==> config.mk <==
export PLATFORM = sky130hd
export DESIGN_NAME = tvs_ctrl_end_flat
export DESIGN_NICKNAME = d
export VERILOG_FILES = /design/src/rtl/tvs_pkg.sv /design/src/rtl/tvs_link_if.sv /design/src/rtl/tvs_ctrl_end.sv /design/src/flat_wrapper.sv
export SDC_FILE = /design/constraint.sdc
export NUM_CORES = 1
export LEC_CHECK = 0
export ABC_CLOCK_PERIOD_IN_PS = 2450
export BUFFER_PORTS_ARGS = -buffer_cell sky130_fd_sc_hd__buf_2
export CORE_MARGIN = 2
export CORE_UTILIZATION = 45
export DETAILED_ROUTE_END_ITERATION = 8
export PLACE_DENSITY = 0.69
export SLEW_MARGIN = 20
export SYNTH_ARGS = -nofsm -noshare
export SYNTH_HDL_FRONTEND = slang
export SYNTH_SLANG_ARGS = --single-unit
export TNS_END_PERCENT = 20
==> constraint.sdc <==
create_clock -name core_clk -period 2.45 [get_ports core_clk]
set_input_delay 0.49 -clock core_clk [delete_from_list [all_inputs] [get_ports core_clk]]
set_output_delay 0.49 -clock core_clk [all_outputs]
set_load 0.01 [all_outputs]
==> src/rtl/tvs_pkg.sv <==
// Shared constants and types for the TV standard select controller pair.
//------------------------------------------------------------------------
// Summary of operation
// - 625 lines: 17.7 reference, SECAM/PAL/kill
// - 525 lines: 14.3 reference, NTSC or kill
// - No flags on 14.3: retry 17.7
// - User controls written only in field flyback
// - User writes end within 1.0 ms
// - Only the data byte needs the window
// - Processor applies user controls unbuffered
// - Other control data written any time
// - Grid flags near black-level converter range ends
// - No range flags for gain converters
// - Grid set-up watches lower then raise flag
// - PAL and SECAM flags never both set
// - Below 576 lines means 525-line signal
// - Burst flag follows burst level and noise
//------------------------------------------------------------------------
package tvs_pkg;

   // Clock and timing, times in nanoseconds.
   localparam int CLK_PERIOD_NS        = 100;
   localparam int FLYBACK_TO_SAMPLE_NS = 1200000;
   localparam int WRITE_WINDOW_NS      = 1000000;
   localparam int SAMPLE_START_CYC     = FLYBACK_TO_SAMPLE_NS / CLK_PERIOD_NS;
   localparam int WRITE_WINDOW_CYC     = WRITE_WINDOW_NS / CLK_PERIOD_NS;
   localparam int SAMPLE_LEN_CYC       = 200;
   localparam int SETTLE_FIELDS        = 4;

   // Processor-side detection thresholds.
   localparam logic [9:0] LINE_LIMIT     = 10'h240;
   localparam logic [7:0] BURST_THRESH   = 8'h30;
   localparam logic [7:0] ID_MIN_SCORE   = 8'h40;
   localparam int         GRID_MARGIN_PCT = 15;

   // Link write addresses.
   localparam int         NUM_UC     = 4;
   localparam logic [2:0] LA_BRIGHT  = 3'h0;
   localparam logic [2:0] LA_CTRL    = 3'h4;
   localparam int         CTRL_NORM  = 0;

   // Bit positions in the returned flag byte.
   localparam int FL_LT576 = 0;
   localparam int FL_BURST = 1;
   localparam int FL_PAL   = 2;
   localparam int FL_SECAM = 3;
   localparam int FL_RAISE = 4;
   localparam int FL_LOWER = 5;
   localparam int FL_OK    = 6;
   localparam int FL_FAULT = 7;

   // Controller register byte offsets.
   localparam logic [7:0] REG_CTRL    = 8'h00;
   localparam logic [7:0] REG_STATUS  = 8'h04;
   localparam logic [7:0] REG_INT_EN  = 8'h08;
   localparam logic [7:0] REG_INT_CLR = 8'h0c;
   localparam logic [7:0] REG_STD     = 8'h10;
   localparam logic [7:0] REG_UC      = 8'h14;
   localparam logic [7:0] REG_OTHER   = 8'h18;
   localparam logic [7:0] REG_FLAGS   = 8'h1c;

   // Control bits, status events and reset values.
   localparam int         CTRL_AUTO   = 0;
   localparam logic [0:0] CTRL_RST    = 1'h1;
   localparam int         EV_STD      = 0;
   localparam int         EV_BUSERR   = 1;
   localparam int         EV_RAISE    = 2;
   localparam int         EV_LOWER    = 3;
   localparam int         EV_UC_DONE  = 4;
   localparam int         NUM_EV      = 5;
   localparam logic [7:0] CTRL4_RST   = 8'h00;

   typedef enum logic [2:0] {
      STD_KILL, STD_PAL, STD_SECAM, STD_NTSC, STD_NTSC_KILL, STD_BUS_ERR
   } tvs_std_type;

   typedef enum logic [1:0] {
      XS_17M7, XS_14M3, XS_HYBRID
   } tvs_xtal_state_type;

endpackage

==> src/rtl/tvs_link_if.sv <==
// Link between the video processor end and the controller end.
`timescale 1ns/10ps
`default_nettype none
interface tvs_link_if;
   logic [7:0] flags;     // Returned status flags.
   logic       flyback;   // Field flyback level.
   logic       wr_valid;  // One-cycle control write.
   logic [2:0] wr_addr;   // Control write address.
   logic [7:0] wr_data;   // Control write data byte.

   modport dev  (output flags, output flyback,
                 input wr_valid, input wr_addr, input wr_data);
   modport host (input flags, input flyback,
                 output wr_valid, output wr_addr, output wr_data);
endinterface
`default_nettype wire

==> src/rtl/tvs_ctrl_end.sv <==
// Controller end: standard selection, reference choice, write timing.
`timescale 1ns/10ps
`default_nettype none
module tvs_ctrl_end #(
   parameter int WIN_CYC = tvs_pkg::WRITE_WINDOW_CYC,
   parameter int SETTLE  = tvs_pkg::SETTLE_FIELDS
) (
   input  wire logic           core_clk,   // System clock.
   input  wire logic           rst_n,      // Async reset, active low.
   input  wire logic           ce,         // Clock enable.
   input  wire logic [7:0]     reg_addr,   // Register byte address.
   input  wire logic [31:0]    reg_wdata,  // Register write data.
   input  wire logic           reg_wr,     // Write strobe.
   input  wire logic           reg_rd,     // Read strobe.
   output logic      [31:0]    reg_rdata,  // Read data, cycle after.
   output logic                irq,        // Level interrupt.
   output tvs_pkg::tvs_std_type std_sel,   // Selected standard.
   output logic                xtal_14m3,  // Reference: 1 = 14.3 MHz.
   tvs_link_if.host            link        // Link to processor.
);
   logic [0:0]                      ctrl_q;
   logic [tvs_pkg::NUM_EV-1:0]      st_q;
   logic [tvs_pkg::NUM_EV-1:0]      st_d;
   logic [tvs_pkg::NUM_EV-1:0]      en_q;
   logic [tvs_pkg::NUM_EV-1:0]      ev;
   logic [tvs_pkg::NUM_EV-1:0]      clr;
   tvs_pkg::tvs_xtal_state_type     xs_q;
   logic [7:0]                      fld_q;
   logic                            fly_q;
   logic                            fly_rise;
   logic                            no_id;
   logic                            win_q;
   logic [15:0]                     win_cnt_q;
   tvs_pkg::tvs_std_type            std_d;
   logic [3:0]                      uc_pend_q;
   logic [3:0][7:0]                 uc_val_q;
   logic [1:0]                      uc_sel;
   logic                            sw_pend_q;
   logic [2:0]                      sw_addr_q;
   logic [7:0]                      sw_data_q;
   logic                            norm_pend_q;
   logic [7:0]                      ctrl4_q;
   logic                            send_norm;
   logic                            send_sw;
   logic                            send_uc;
   logic                            wr_valid_q;
   logic [2:0]                      wr_addr_q;
   logic [7:0]                      wr_data_q;
   logic                            want_14m3;
   logic                            wr_hit;

   assign fly_rise = link.flyback && !fly_q;
   assign no_id    = !(link.flags[tvs_pkg::FL_BURST] ||
                       link.flags[tvs_pkg::FL_PAL] ||
                       link.flags[tvs_pkg::FL_SECAM]);
   assign want_14m3 = (xs_q == tvs_pkg::XS_14M3);
   assign wr_hit   = reg_wr;

   // Flag table lookup for the reference currently in use.
   function automatic tvs_pkg::tvs_std_type decode_std(
      input logic [7:0] f,
      input logic       use_14m3
   );
      tvs_pkg::tvs_std_type s;
      s = tvs_pkg::STD_KILL;
      if ((f[tvs_pkg::FL_PAL] && f[tvs_pkg::FL_SECAM]) ||
          !f[tvs_pkg::FL_OK] || f[tvs_pkg::FL_FAULT]) begin
         s = tvs_pkg::STD_BUS_ERR;
      end else if (!use_14m3) begin
         if (f[tvs_pkg::FL_SECAM])
            s = tvs_pkg::STD_SECAM;
         else if (f[tvs_pkg::FL_BURST] && f[tvs_pkg::FL_PAL])
            s = tvs_pkg::STD_PAL;
      end else begin
         s = f[tvs_pkg::FL_BURST] ? tvs_pkg::STD_NTSC : tvs_pkg::STD_NTSC_KILL;
      end
      return s;
   endfunction

   assign std_d = decode_std(link.flags, want_14m3);

   //---------------------------------------------------------------------
   // Reference selection
   //---------------------------------------------------------------------

   // Evaluated once per field so flags settle after a reference swap.
   always_ff @(posedge core_clk or negedge rst_n) begin
      if (!rst_n) begin
         xs_q  <= tvs_pkg::XS_17M7;
         fld_q <= 8'h00;
         fly_q <= 1'b0;
      end else if (ce) begin
         fly_q <= link.flyback;
         if (fly_rise && ctrl_q[tvs_pkg::CTRL_AUTO]) begin
            case (xs_q)
               tvs_pkg::XS_17M7: begin
                  if (link.flags[tvs_pkg::FL_LT576]) begin
                     xs_q  <= tvs_pkg::XS_14M3;
                     fld_q <= 8'h00;
                  end
               end
               tvs_pkg::XS_14M3, tvs_pkg::XS_HYBRID: begin
                  if (!link.flags[tvs_pkg::FL_LT576]) begin
                     xs_q <= tvs_pkg::XS_17M7;
                  end else if (!no_id) begin
                     fld_q <= 8'h00;
                  end else if (fld_q == 8'(SETTLE - 1)) begin
                     // no flag: try the other reference
                     xs_q  <= (xs_q == tvs_pkg::XS_14M3) ?
                              tvs_pkg::XS_HYBRID : tvs_pkg::XS_14M3;
                     fld_q <= 8'h00;
                  end else begin
                     fld_q <= fld_q + 8'h01;
                  end
               end
               default: xs_q <= tvs_pkg::XS_17M7;
            endcase
         end
      end
   end

   // Standard and reference outputs, reference change queued for link.
   always_ff @(posedge core_clk or negedge rst_n) begin
      if (!rst_n) begin
         std_sel     <= tvs_pkg::STD_KILL;
         xtal_14m3   <= 1'b0;
         norm_pend_q <= 1'b0;
      end else if (ce) begin
         std_sel <= std_d;
         if (send_norm)
            norm_pend_q <= 1'b0;
         if (want_14m3 != xtal_14m3) begin
            xtal_14m3   <= want_14m3;
            norm_pend_q <= 1'b1;
         end
      end
   end

   //---------------------------------------------------------------------
   // Write timing
   //---------------------------------------------------------------------

   always_ff @(posedge core_clk or negedge rst_n) begin
      if (!rst_n) begin
         win_q     <= 1'b0;
         win_cnt_q <= 16'h0000;
      end else if (ce) begin
         if (fly_rise) begin
            win_q     <= 1'b1;
            win_cnt_q <= 16'h0000;
         end else if (win_q) begin
            win_cnt_q <= win_cnt_q + 16'h0001;
            if (win_cnt_q == 16'(WIN_CYC - 1))
               win_q <= 1'b0;
         end
      end
   end

   // Lowest pending user control goes first.
   always_comb begin
      uc_sel = 2'h0;
      for (int i = 3; i >= 0; i--) begin
         if (uc_pend_q[i])
            uc_sel = 2'(i);
      end
   end

   // Reference change beats software writes; user controls wait.
   assign send_norm = norm_pend_q;
   assign send_sw   = !norm_pend_q && sw_pend_q;
   assign send_uc   = !norm_pend_q && !sw_pend_q && win_q && |uc_pend_q;

   // Link write channel, one byte per cycle.
   always_ff @(posedge core_clk or negedge rst_n) begin
      if (!rst_n) begin
         wr_valid_q <= 1'b0;
         wr_addr_q  <= 3'h0;
         wr_data_q  <= 8'h00;
      end else if (ce) begin
         wr_valid_q <= send_norm || send_sw || send_uc;
         if (send_norm) begin
            wr_addr_q <= tvs_pkg::LA_CTRL;
            wr_data_q <= {ctrl4_q[7:1], xtal_14m3};
         end else if (send_sw) begin
            wr_addr_q <= sw_addr_q;
            wr_data_q <= sw_data_q;
         end else if (send_uc) begin
            wr_addr_q <= {1'b0, uc_sel};
            wr_data_q <= uc_val_q[uc_sel];
         end
      end
   end
   assign link.wr_valid = wr_valid_q;
   assign link.wr_addr  = wr_addr_q;
   assign link.wr_data  = wr_data_q;

   //---------------------------------------------------------------------
   // Register port
   //---------------------------------------------------------------------

   // Queued writes; a new request in the send cycle stays pending.
   always_ff @(posedge core_clk or negedge rst_n) begin
      if (!rst_n) begin
         ctrl_q    <= tvs_pkg::CTRL_RST;
         en_q      <= '0;
         uc_pend_q <= 4'h0;
         uc_val_q  <= '0;
         sw_pend_q <= 1'b0;
         sw_addr_q <= 3'h0;
         sw_data_q <= 8'h00;
         ctrl4_q   <= tvs_pkg::CTRL4_RST;
      end else if (ce) begin
         if (send_uc)
            uc_pend_q[uc_sel] <= 1'b0;
         if (send_sw)
            sw_pend_q <= 1'b0;
         if (wr_hit) begin
            case (reg_addr)
               tvs_pkg::REG_CTRL:   ctrl_q <= reg_wdata[0:0];
               tvs_pkg::REG_INT_EN: en_q <= reg_wdata[tvs_pkg::NUM_EV-1:0];
               tvs_pkg::REG_UC: begin
                  uc_val_q[reg_wdata[9:8]]  <= reg_wdata[7:0];
                  uc_pend_q[reg_wdata[9:8]] <= 1'b1;
               end
               tvs_pkg::REG_OTHER: begin
                  sw_pend_q <= 1'b1;
                  sw_addr_q <= {1'b1, reg_wdata[9:8]};
                  // The reference bit stays under hardware control.
                  sw_data_q <= (reg_wdata[9:8] == 2'h0) ?
                               {reg_wdata[7:1], xtal_14m3} : reg_wdata[7:0];
                  if (reg_wdata[9:8] == 2'h0)
                     ctrl4_q <= reg_wdata[7:0];
               end
               default: ;
            endcase
         end
      end
   end

   // Event sources; the flag events support the grid set-up procedure.
   always_comb begin
      ev = '0;
      ev[tvs_pkg::EV_STD]     = std_d != std_sel;
      ev[tvs_pkg::EV_BUSERR]  = std_d == tvs_pkg::STD_BUS_ERR;
      ev[tvs_pkg::EV_RAISE]   = link.flags[tvs_pkg::FL_RAISE];
      ev[tvs_pkg::EV_LOWER]   = link.flags[tvs_pkg::FL_LOWER];
      ev[tvs_pkg::EV_UC_DONE] = send_uc;
      clr = (wr_hit && reg_addr == tvs_pkg::REG_INT_CLR) ?
            reg_wdata[tvs_pkg::NUM_EV-1:0] : '0;
      st_d = (st_q & ~clr) | ev;
   end

   // Sticky status; a set in the clear cycle survives.
   always_ff @(posedge core_clk or negedge rst_n) begin
      if (!rst_n) begin
         st_q <= '0;
         irq  <= 1'b0;
      end else if (ce) begin
         st_q <= st_d;
         irq  <= |(st_d & en_q);
      end
   end

   // Read data stands for exactly the cycle after the strobe.
   always_ff @(posedge core_clk or negedge rst_n) begin
      if (!rst_n) begin
         reg_rdata <= 32'h0000_0000;
      end else if (ce) begin
         reg_rdata <= 32'h0000_0000;
         if (reg_rd) begin
            case (reg_addr)
               tvs_pkg::REG_CTRL:   reg_rdata <= 32'(ctrl_q);
               tvs_pkg::REG_STATUS: reg_rdata <= 32'(st_q);
               tvs_pkg::REG_INT_EN: reg_rdata <= 32'(en_q);
               tvs_pkg::REG_STD:
                  reg_rdata <= 32'({xs_q, xtal_14m3, std_sel});
               tvs_pkg::REG_UC:     reg_rdata <= 32'({win_q, uc_pend_q});
               tvs_pkg::REG_FLAGS:  reg_rdata <= 32'(link.flags);
               default:             reg_rdata <= 32'h0000_0000;
            endcase
         end
      end
   end
endmodule
`default_nettype wire

==> src/flat_wrapper.sv <==
// flat-port wrapper written by rule: the top's interface ports become plain ports
module tvs_ctrl_end_flat 
#(
   parameter int WIN_CYC = tvs_pkg::WRITE_WINDOW_CYC,
   parameter int SETTLE  = tvs_pkg::SETTLE_FIELDS
)
  (core_clk, rst_n, ce, reg_addr, reg_wdata, reg_wr, reg_rd, reg_rdata, irq, std_sel, xtal_14m3, link_flags, link_flyback, link_wr_valid, link_wr_addr, link_wr_data);
  tvs_link_if link_i ();
  input  wire logic core_clk;
  input  wire logic rst_n;
  input  wire logic ce;
  input  wire logic [7:0] reg_addr;
  input  wire logic [31:0] reg_wdata;
  input  wire logic reg_wr;
  input  wire logic reg_rd;
  output logic      [31:0] reg_rdata;
  output logic irq;
  output tvs_pkg::tvs_std_type std_sel;
  output logic xtal_14m3;
  input wire logic [$bits(link_i.flags)-1:0] link_flags;
  input wire logic [$bits(link_i.flyback)-1:0] link_flyback;
  output wire logic [$bits(link_i.wr_valid)-1:0] link_wr_valid;
  output wire logic [$bits(link_i.wr_addr)-1:0] link_wr_addr;
  output wire logic [$bits(link_i.wr_data)-1:0] link_wr_data;
  assign link_i.flags = link_flags;
  assign link_i.flyback = link_flyback;
  assign link_wr_valid = link_i.wr_valid;
  assign link_wr_addr = link_i.wr_addr;
  assign link_wr_data = link_i.wr_data;
  tvs_ctrl_end #(.WIN_CYC(WIN_CYC), .SETTLE(SETTLE)) u_core (.core_clk(core_clk), .rst_n(rst_n), .ce(ce), .reg_addr(reg_addr), .reg_wdata(reg_wdata), .reg_wr(reg_wr), .reg_rd(reg_rd), .reg_rdata(reg_rdata), .irq(irq), .std_sel(std_sel), .xtal_14m3(xtal_14m3), .link(link_i));
endmodule
==> results of run 1 <==
==> layer usage <==
layer	vias up	share of wire (%)	track usage, %
met3	16	5.9	6.46
met4	0	1.1	7.70
li1	2167	-	-
met1	2323	43	25.6
met5	-	0	0
met2	128	50	35.8
==> power breakdown <==
part | total [W] | switching (W) | internal [W] | leakage (nW)
clock network | 0.00268 | 0.000849 | 0.00183 | 0.313
logic | 0.000384 | 0.000247 | 0.000136 | 1.65
registers | 0.00211 | 0.0000603 | 0.00205 | 1.61
total | 0.00517 | 0.00116 | 0.00402 | 3.57
==> through the flow <==
| stage | total power, W | instance area [um2] | instances |
|---|---|---|---|
| floorplan | 0.00237 | 6190 | 591 |
| global placement | 0.00251 | 6600 | 796 |
| detailed placement | 0.00253 | 6600 | 796 |
| CTS | 0.00522 | 7240 | 828 |
| global route | 0.00537 | 7240 | 828 |
| finish | 0.00517 | 7240 | 829 |
==> kinds of logic after synthesis <==
| kind of cell | Yosys count |
|---|---|
| adders and majority gates | 6 |
| and+or+nand+nor | 168 |
| xor gates and xnor gates | 15 |
| buffers and inverters | 58 |
| other | 1 |
| AOI/OAI and AO/OA | 123 |
| muxes | 77 |
| DFF | 120 |
==> sequential cells by signal, indices dropped and copies added, names as in the netlist, 7 cells and up <==
register             cells
u_core.link.wr_data      8
u_core.sw_data_q         8
u_core.uc_val_q         32
u_core.win_cnt_q        16
u_core.reg_rdata         8
u_core.ctrl4_q           7
u_core.fld_q             8
==> worst max-delay path by stage <==
| stage | start | end | cells past startpoint |
|---|---|---|---|
| 2_1_floorplan | reg_addr[5] | u_core.uc_val_q[10] | 6 |
| 3_3_place_gp | reg_addr[5] | u_core.uc_val_q[13] | 6 |
| 3_5_place_dp | reg_addr[1] | u_core.uc_val_q[14] | 6 |
| 4_1_cts | u_core.fld_q[5] | u_core.fld_q[3] | 5 |
| 5_1_grt | u_core.fld_q[5] | u_core.fld_q[3] | 5 |
| 6_report | u_core.fld_q[5] | u_core.fld_q[3] | 5 |
==> layout by cell type, fill, tap and decap left out, types with 4 or more instances in the layout <==
| cell | n |
|---|---|
| o221a_2 | 8 |
| o21ai_0 | 37 |
| dfrtp_1 | 119 |
| nor2b_1 | 7 |
| nand2_1 | 53 |
| nand4_1 | 8 |
| nor2_1 | 30 |
| a32oi_1 | 4 |
| xor2_1 | 12 |
| mux2_1 | 26 |
| nor3_1 | 6 |
| mux2i_1 | 20 |
| inv_1 | 10 |
| conb_1 | 24 |
| buf_4 | 21 |
| and3_1 | 10 |
| mux2_2 | 31 |
| a21oi_1 | 12 |
| o21ai_1 | 11 |
| bufinv_16 | 4 |
| a31oi_1 | 4 |
| a22oi_1 | 13 |
| a22o_1 | 8 |
| and2_1 | 4 |
| nand2b_1 | 6 |
| clkbuf_16 | 17 |
| o31ai_1 | 5 |
| buf_2 | 55 |
| nor4_1 | 6 |
| nand3_1 | 16 |
| clkbuf_8 | 5 |
| ha_1 | 6 |
==> worst reg2reg max path: stages (launching register included) <==
cell and delay (ns):
dfrtp_1 0.42, or4_4 0.56, o311ai_2 0.49, or2_1 0.27
nand2b_1 0.13, o21ai_1 0.05
==> area by class of cell <==
class | instances | area (um2) | share of cell area, %
Sequential cell | 120 | 3000 | 41.5
Clock buffer | 25 | 505 | 6.98
Inverter | 10 | 37.5 | 0.518
Tap cell | 176 | 220 | 3.04
Timing Repair Buffer | 77 | 453 | 6.25
Multi-Input combinational cell | 413 | 2880 | 39.8
Clock inverter | 7 | 138 | 1.90
Antenna cell | 1 | 2.50 | 0.0346
==> out/results.tsv, run 1 <==
stage	metric	value	unit
run_status	outcome	completed	
logic_synthesis	Netlist cell types	67	
timing	Final Hold Viols	0	
timing	unrepaired setup endpoints after global routing	false	
logic_synthesis	Most used DFF post-synth	dfrtp_1	
flow_run	Max-Cap Viols	0	
pwr	P per Cell Area	714	mW/mm2
critical_path	Buf+Inv Stages, Crit Path	0	
timing	final setup vio count	0	
critical_path	crit path max fanout	8	
place	pre-CTS setup slack	0.222	ns
routing	violation count after the first detailed-route iteration	348	
clocking	depth of the CTS H-tree	4	
global_route	largest net degree at the start of global routing	62	
critical_path	Crit-path slowest cell	or4_4	
floorplan	die height	120	um
floorplan	Starting Density	46.1	%
layout	share of layout cells above drive strength 1	24.2	%
clocking	TritonCTS clock tree	done	
clocking	Worst-path clk slew	0.05	ns
critical_path	WP data arrival	2.34	ns
place	Routability Congestion	0.859	
logic_synthesis	mux contribution to synthesized area	13.8	%
layout	P&R area growth vs syn	18.6	%
timing	Rel. slew slack	63.4	%
critical_path	crit path cell chain	or4_4 > o311ai_2 > or2_1 > nand2b_1 > o21ai_1	
pwr	leak pwr	3.57	nW
logic_synthesis	largest family of logic cells by synthesized area	simple AND/OR/NAND/NOR gates	
critical_path	CP startpoint kind	flip-flop	
timing	fin crit period	2.05	ns
global_route	initial antenna violation count	2	
logic_synthesis	number of synthesized flops with an enable pin	0	
floorplan	DIE AREA	0.0145	mm2
timing	worst setup margin	0.403	ns
routing	Vias/cell	5.59	
critical_path	Worst Reg-to-Reg Cells	5	
logic_synthesis	cell taking the most area after synthesis	dfrtp_1	
logic_synthesis	Synthesis Warnings	0	
timing	worst hold slack	0.0363	ns
floorplan	FP Rows	42	
logic_synthesis	top post-synthesis cells by area	dfrtp_1 49%, mux2_2 5.7%, mux2_1 4.8%, mux2i_1 3.3%, nand2_1 3.3%	
floorplan	core footprint	0.0132	mm2
logic_synthesis	Synth Instances	568	
global_route	grt ovf	0	
timing	Layout Skew	0.0101	ns
global_route	first-pass GRT wire length	23800	um
clocking	setup repair bufs after CTS	0	
timing	Slew @ Worst Pin	0.549	ns
routing	DR WL/cell	17.3	um
timing	fmax	489	MHz
logic_synthesis	Synth Area in Compound Gates	14.0	%
critical_path	crit path kind	reg2reg	
routing	Residual DRC	0	
timing	final slew viol count	0	
place	PortBufs	56	
pwr	worst vdd ir	453	uV
logic_synthesis	Avg Cell Area, Syn	10.7	um2
layout	Nets	699	
routing	remaining antenna violation count	0	
clocking	Resized cells post-CTS	0	
logic_synthesis	Post-Syn Area	0.00610	mm2
logic_synthesis	post-synthesis sequential area ratio	49.2	%
floorplan	# IOs	103	
clocking	Worst-Skew Late Latency	0.42	ns
logic_synthesis	top-count cell post-synth	dfrtp_1	
critical_path	Worst path max stage delay	0.56	ns
timing	crit share post-route	83.5	%
timing	setup_tns	0	ns
clocking	total clock sinks	120	
clocking	Max Root-Sink Buffers	2	
layout	Filler cells	1158	
global_route	via count of the first global-routing pass	4759	
routing	vias	4634	
logic_synthesis	post-synthesis async set-or-reset flop share	100	%
critical_path	critical path endpoint category	flip-flop	
critical_path	Reg-to-Reg End	u_core.fld_q[3]	
place	half-perimeter wire length after placement	10100	um
logic_synthesis	Post-Synth Adder-Cell Area	1.23	%
logic_synthesis	Yosys reg bits	120	
routing	final WL	14300	um
floorplan	Die W	120	um
clocking	Num CTS Buffers	17	
logic_synthesis	post-synthesis xor/xnor area fraction	2.15	%
layout	Finished Core Util	54.7	%
clocking	CTS root buffer	clkbuf_16	
critical_path	reg2reg setup slack	0.40	ns
logic_synthesis	post-synthesis simple-gate area fraction	14.4	%
routing	drt first pass iters	5	
critical_path	Worst path top cell family by delay	simple AND/OR/NAND/NOR gates	
critical_path	Worst R2R Start	u_core.fld_q[5]	
global_route	Global Route Usage Sum	21.2	%
clocking	post-cts hold buffer count	0	
worst_hold_path	worst hold path class	in2async	
logic_synthesis	commonest cells in the netlist	119 x dfrtp_1, 53 x nand2_1, 37 x o21ai_0	
logic_synthesis	Synth top area share	48.8	%
critical_path	CP required	2.74	ns
No activity file was read; power rests on OpenSTA's default activity.
==> run 2, diff against run 1 <==
--- a/config.mk
+++ b/config.mk
@@ -5,12 +5,12 @@
 export SDC_FILE = /design/constraint.sdc
 export NUM_CORES = 1
 export LEC_CHECK = 0
-export ABC_CLOCK_PERIOD_IN_PS = 2450
+export ABC_CLOCK_PERIOD_IN_PS = 1800
 export BUFFER_PORTS_ARGS = -buffer_cell sky130_fd_sc_hd__buf_2
 export CORE_MARGIN = 2
 export CORE_UTILIZATION = 45
 export DETAILED_ROUTE_END_ITERATION = 8
-export PLACE_DENSITY = 0.69
+export PLACE_DENSITY = 0.72
 export SLEW_MARGIN = 20
 export SYNTH_ARGS = -nofsm -noshare
 export SYNTH_HDL_FRONTEND = slang
==> constraint.sdc (replaced) <==
create_clock -name core_clk -period 1.8 [get_ports core_clk]
set_input_delay 0.36 -clock core_clk [delete_from_list [all_inputs] [get_ports core_clk]]
set_output_delay 0.36 -clock core_clk [all_outputs]
set_load 0.01 [all_outputs]
==> out/results.tsv, run 2 (same netlist as run 1, synthesis figures left out) <==
stage	metric	value	unit	change
floorplan	Starting Density	46.1	%	unchanged
timing	Layout Skew	0.00563	ns	-0.00450 ns
global_route	first-pass GRT wire length	24800	um	+4.1%
critical_path	Crit-path slowest cell	or4_4		
critical_path	reg2reg setup slack	-0.1	ns	-0.50 ns
clocking	TritonCTS clock tree	done		
layout	most frequent cells in the layout	119 x dfrtp_1, 57 x buf_4, 55 x buf_2, 52 x nand2_1, 37 x o21ai_0		
clocking	depth of the CTS H-tree	4		unchanged
place	placed cells	835		+4.9%
timing	setup_tns	-0.324	ns	-0.324 ns
global_route	via count of the first global-routing pass	4944		+3.9%
flow_run	Max-Cap Viols	0		unchanged
place	half-perimeter wire length after placement	10800	um	+6.7%
routing	remaining antenna violation count	0		unchanged
routing	violation count after the first detailed-route iteration	438		+26%
clocking	Max Root-Sink Buffers	2		unchanged
global_route	initial antenna violation count	0		-2
timing	Final Hold Viols	0		unchanged
pwr	leak pwr	3.77	nW	+5.4%
critical_path	Worst path max stage delay	0.55	ns	about the same
critical_path	CP Launch Point	u_core.fld_q[5]		
routing	Residual DRC	0		unchanged
layout	filler-free cell count of the finished design	869		+4.8%
clocking	Num CTS Buffers	17		unchanged
layout	area of the multi-input gates	0.00290	mm2	+0.78%
critical_path	crit path kind	reg2reg		
worst_hold_path	worst hold path class	in2reg		
critical_path	WP data arrival	2.24	ns	-0.10 ns
pwr	worst vdd ir	584	uV	+29%
layout	share of layout cells above drive strength 1	29.7	%	+5.5 points
layout	most common cell after layout, fill and taps aside	dfrtp_1		
timing	unrepaired setup endpoints after global routing	true		
layout	FF/Latch Area	0.00300	mm2	unchanged
floorplan	# IOs	103		unchanged
timing	final setup vio count	6		+6
timing	final slew viol count	0		unchanged
place	PortBufs	56		unchanged
routing	final WL	15000	um	+4.3%
routing	DR WL/cell	17.2	um	-0.50%
layout	Largest regs	u_core.uc_val_q x32, u_core.win_cnt_q x16		
pwr	P per Cell Area	889	mW/mm2	+24%
critical_path	crit path capture	u_core.xs_q[0]		
critical_path	crit path cell chain	or4_4 > or4b_4 > a31oi_4 > o211ai_1 > o21ai_1		
global_route	grt ovf	0		unchanged
clocking	Worst-path clk slew	0.05	ns	about the same
global_route	Global Route Usage Sum	22.0	%	+0.77 points
floorplan	Die W	120	um	unchanged
floorplan	DIE AREA	0.0145	mm2	unchanged
timing	worst setup margin	-0.0974	ns	-0.501 ns
timing	crit share post-route	105	%	+22 points
clocking	Worst-Skew Late Latency	0.41	ns	about the same
routing	vias	4867		+5.0%
global_route	largest net degree at the start of global routing	40		-35%
critical_path	Worst R2R Start	u_core.fld_q[5]		
routing	Vias/cell	5.60		+0.19%
floorplan	core footprint	0.0132	mm2	unchanged
timing	fin crit period	1.90	ns	-0.149 ns
floorplan	die height	120	um	unchanged
clocking	CTS root buffer	clkbuf_16		
layout	Ant. Diodes	0		-1
routing	drt first pass iters	7		+2
floorplan	FP Rows	42		unchanged
run_status	outcome	complete, but fails checks		
layout	Filler cells	1100		-5.0%
critical_path	Reg-to-Reg End	u_core.xs_q[0]		
place	Routability Congestion	0.957		+11%
critical_path	critical path endpoint category	flip-flop		
critical_path	Worst Reg-to-Reg Cells	5		unchanged
run_status	failing checks	negative setup slack		
critical_path	CP startpoint kind	flip-flop		
critical_path	crit path max fanout	4		-4
clocking	total clock sinks	120		unchanged
layout	Largest Register	u_core.uc_val_q		
layout	Nets	740		+5.9%
critical_path	CP required	2.14	ns	-0.60 ns
layout	P&R area growth vs syn	23.5	%	
layout	max reg flops	32		unchanged
timing	fmax	527	MHz	+7.9%
-- run 2: stage by stage --
| stage | instance area (um2) | hold WS [ns] | power [W] | utilization, % | setup slack (ns) |
|---|---|---|---|---|---|
| final | 7540 | 0.194 | 0.00670 | 57.0 | -0.0974 |
| after global routing | 7540 | 0.193 | 0.00696 | 57.0 | -0.140 |
| after CTS | 7520 | 0.181 | 0.00673 | 56.8 | -0.0908 |
| after detailed placement | 6940 | 0.318 | 0.00349 | 52.4 | -0.189 |
| after global placement | 6940 | 0.306 | 0.00347 | 52.4 | -0.153 |
| after floorplan | 6210 | 0.0644 | 0.00323 | - | -0.0535 |
-- run 2: critical path, delay by kind of cell, from the launching register on --
kind | cells | cell delay, ns
AOI/OAI and AO/OA | 3 | 0.39
and+or+nand+nor | 2 | 1.06
DFF | 1 | 0.38
-- run 2: worst min path at each step --
stage | startpoint | end | slack (ns) | depth (start not counted)
2_1_floorplan | rst_n | u_core.ctrl4_q[1] | 0.06 | 0
3_3_place_gp | rst_n | u_core.fld_q[7] | 0.31 | 1
3_5_place_dp | rst_n | u_core.fld_q[7] | 0.32 | 1
4_1_cts | link_flags[7] | u_core.reg_rdata[7] | 0.18 | 3
5_1_grt | link_flags[7] | u_core.reg_rdata[7] | 0.19 | 3
6_report | link_flags[7] | u_core.reg_rdata[7] | 0.19 | 3
-- run 2: timing repair --
action,in CTS,in global routing
hold endpoints to repair,24,0
setup buffers,0,1
hold buffers,1,0
endpoints found under the setup margin,6,23
gates resized for setup,0,4
-- run 2: layout make-up --
class / count / share of cell area, %
Tap cell: 176 / 2.92
Multi-Input combinational cell: 413 / 38.5
Timing Repair Buffer: 118 / 10.7
Clock buffer: 18 / 5.82
Inverter: 10 / 0.498
Clock inverter: 14 / 1.76
Sequential cell: 120 / 39.8
-- run 2: where the power goes --
group	internal [W]	switching (W)	leakage (nW)
sequential	0.00279	0.0000919	1.61
clock	0.00205	0.00119	0.285
combinational	0.000231	0.000355	1.87
-- run 2: per-layer routing --
| metal | track usage [%] | vias to the layer above | wire (um) |
|---|---|---|---|
| li1 | - | 2245 | - |
| met1 | 27.7 | 2438 | 6460 |
| met2 | 36.0 | 158 | 7320 |
| met3 | 5.61 | 26 | 847 |
| met4 | 8.94 | 0 | 318 |
| met5 | 0 | - | 0 |
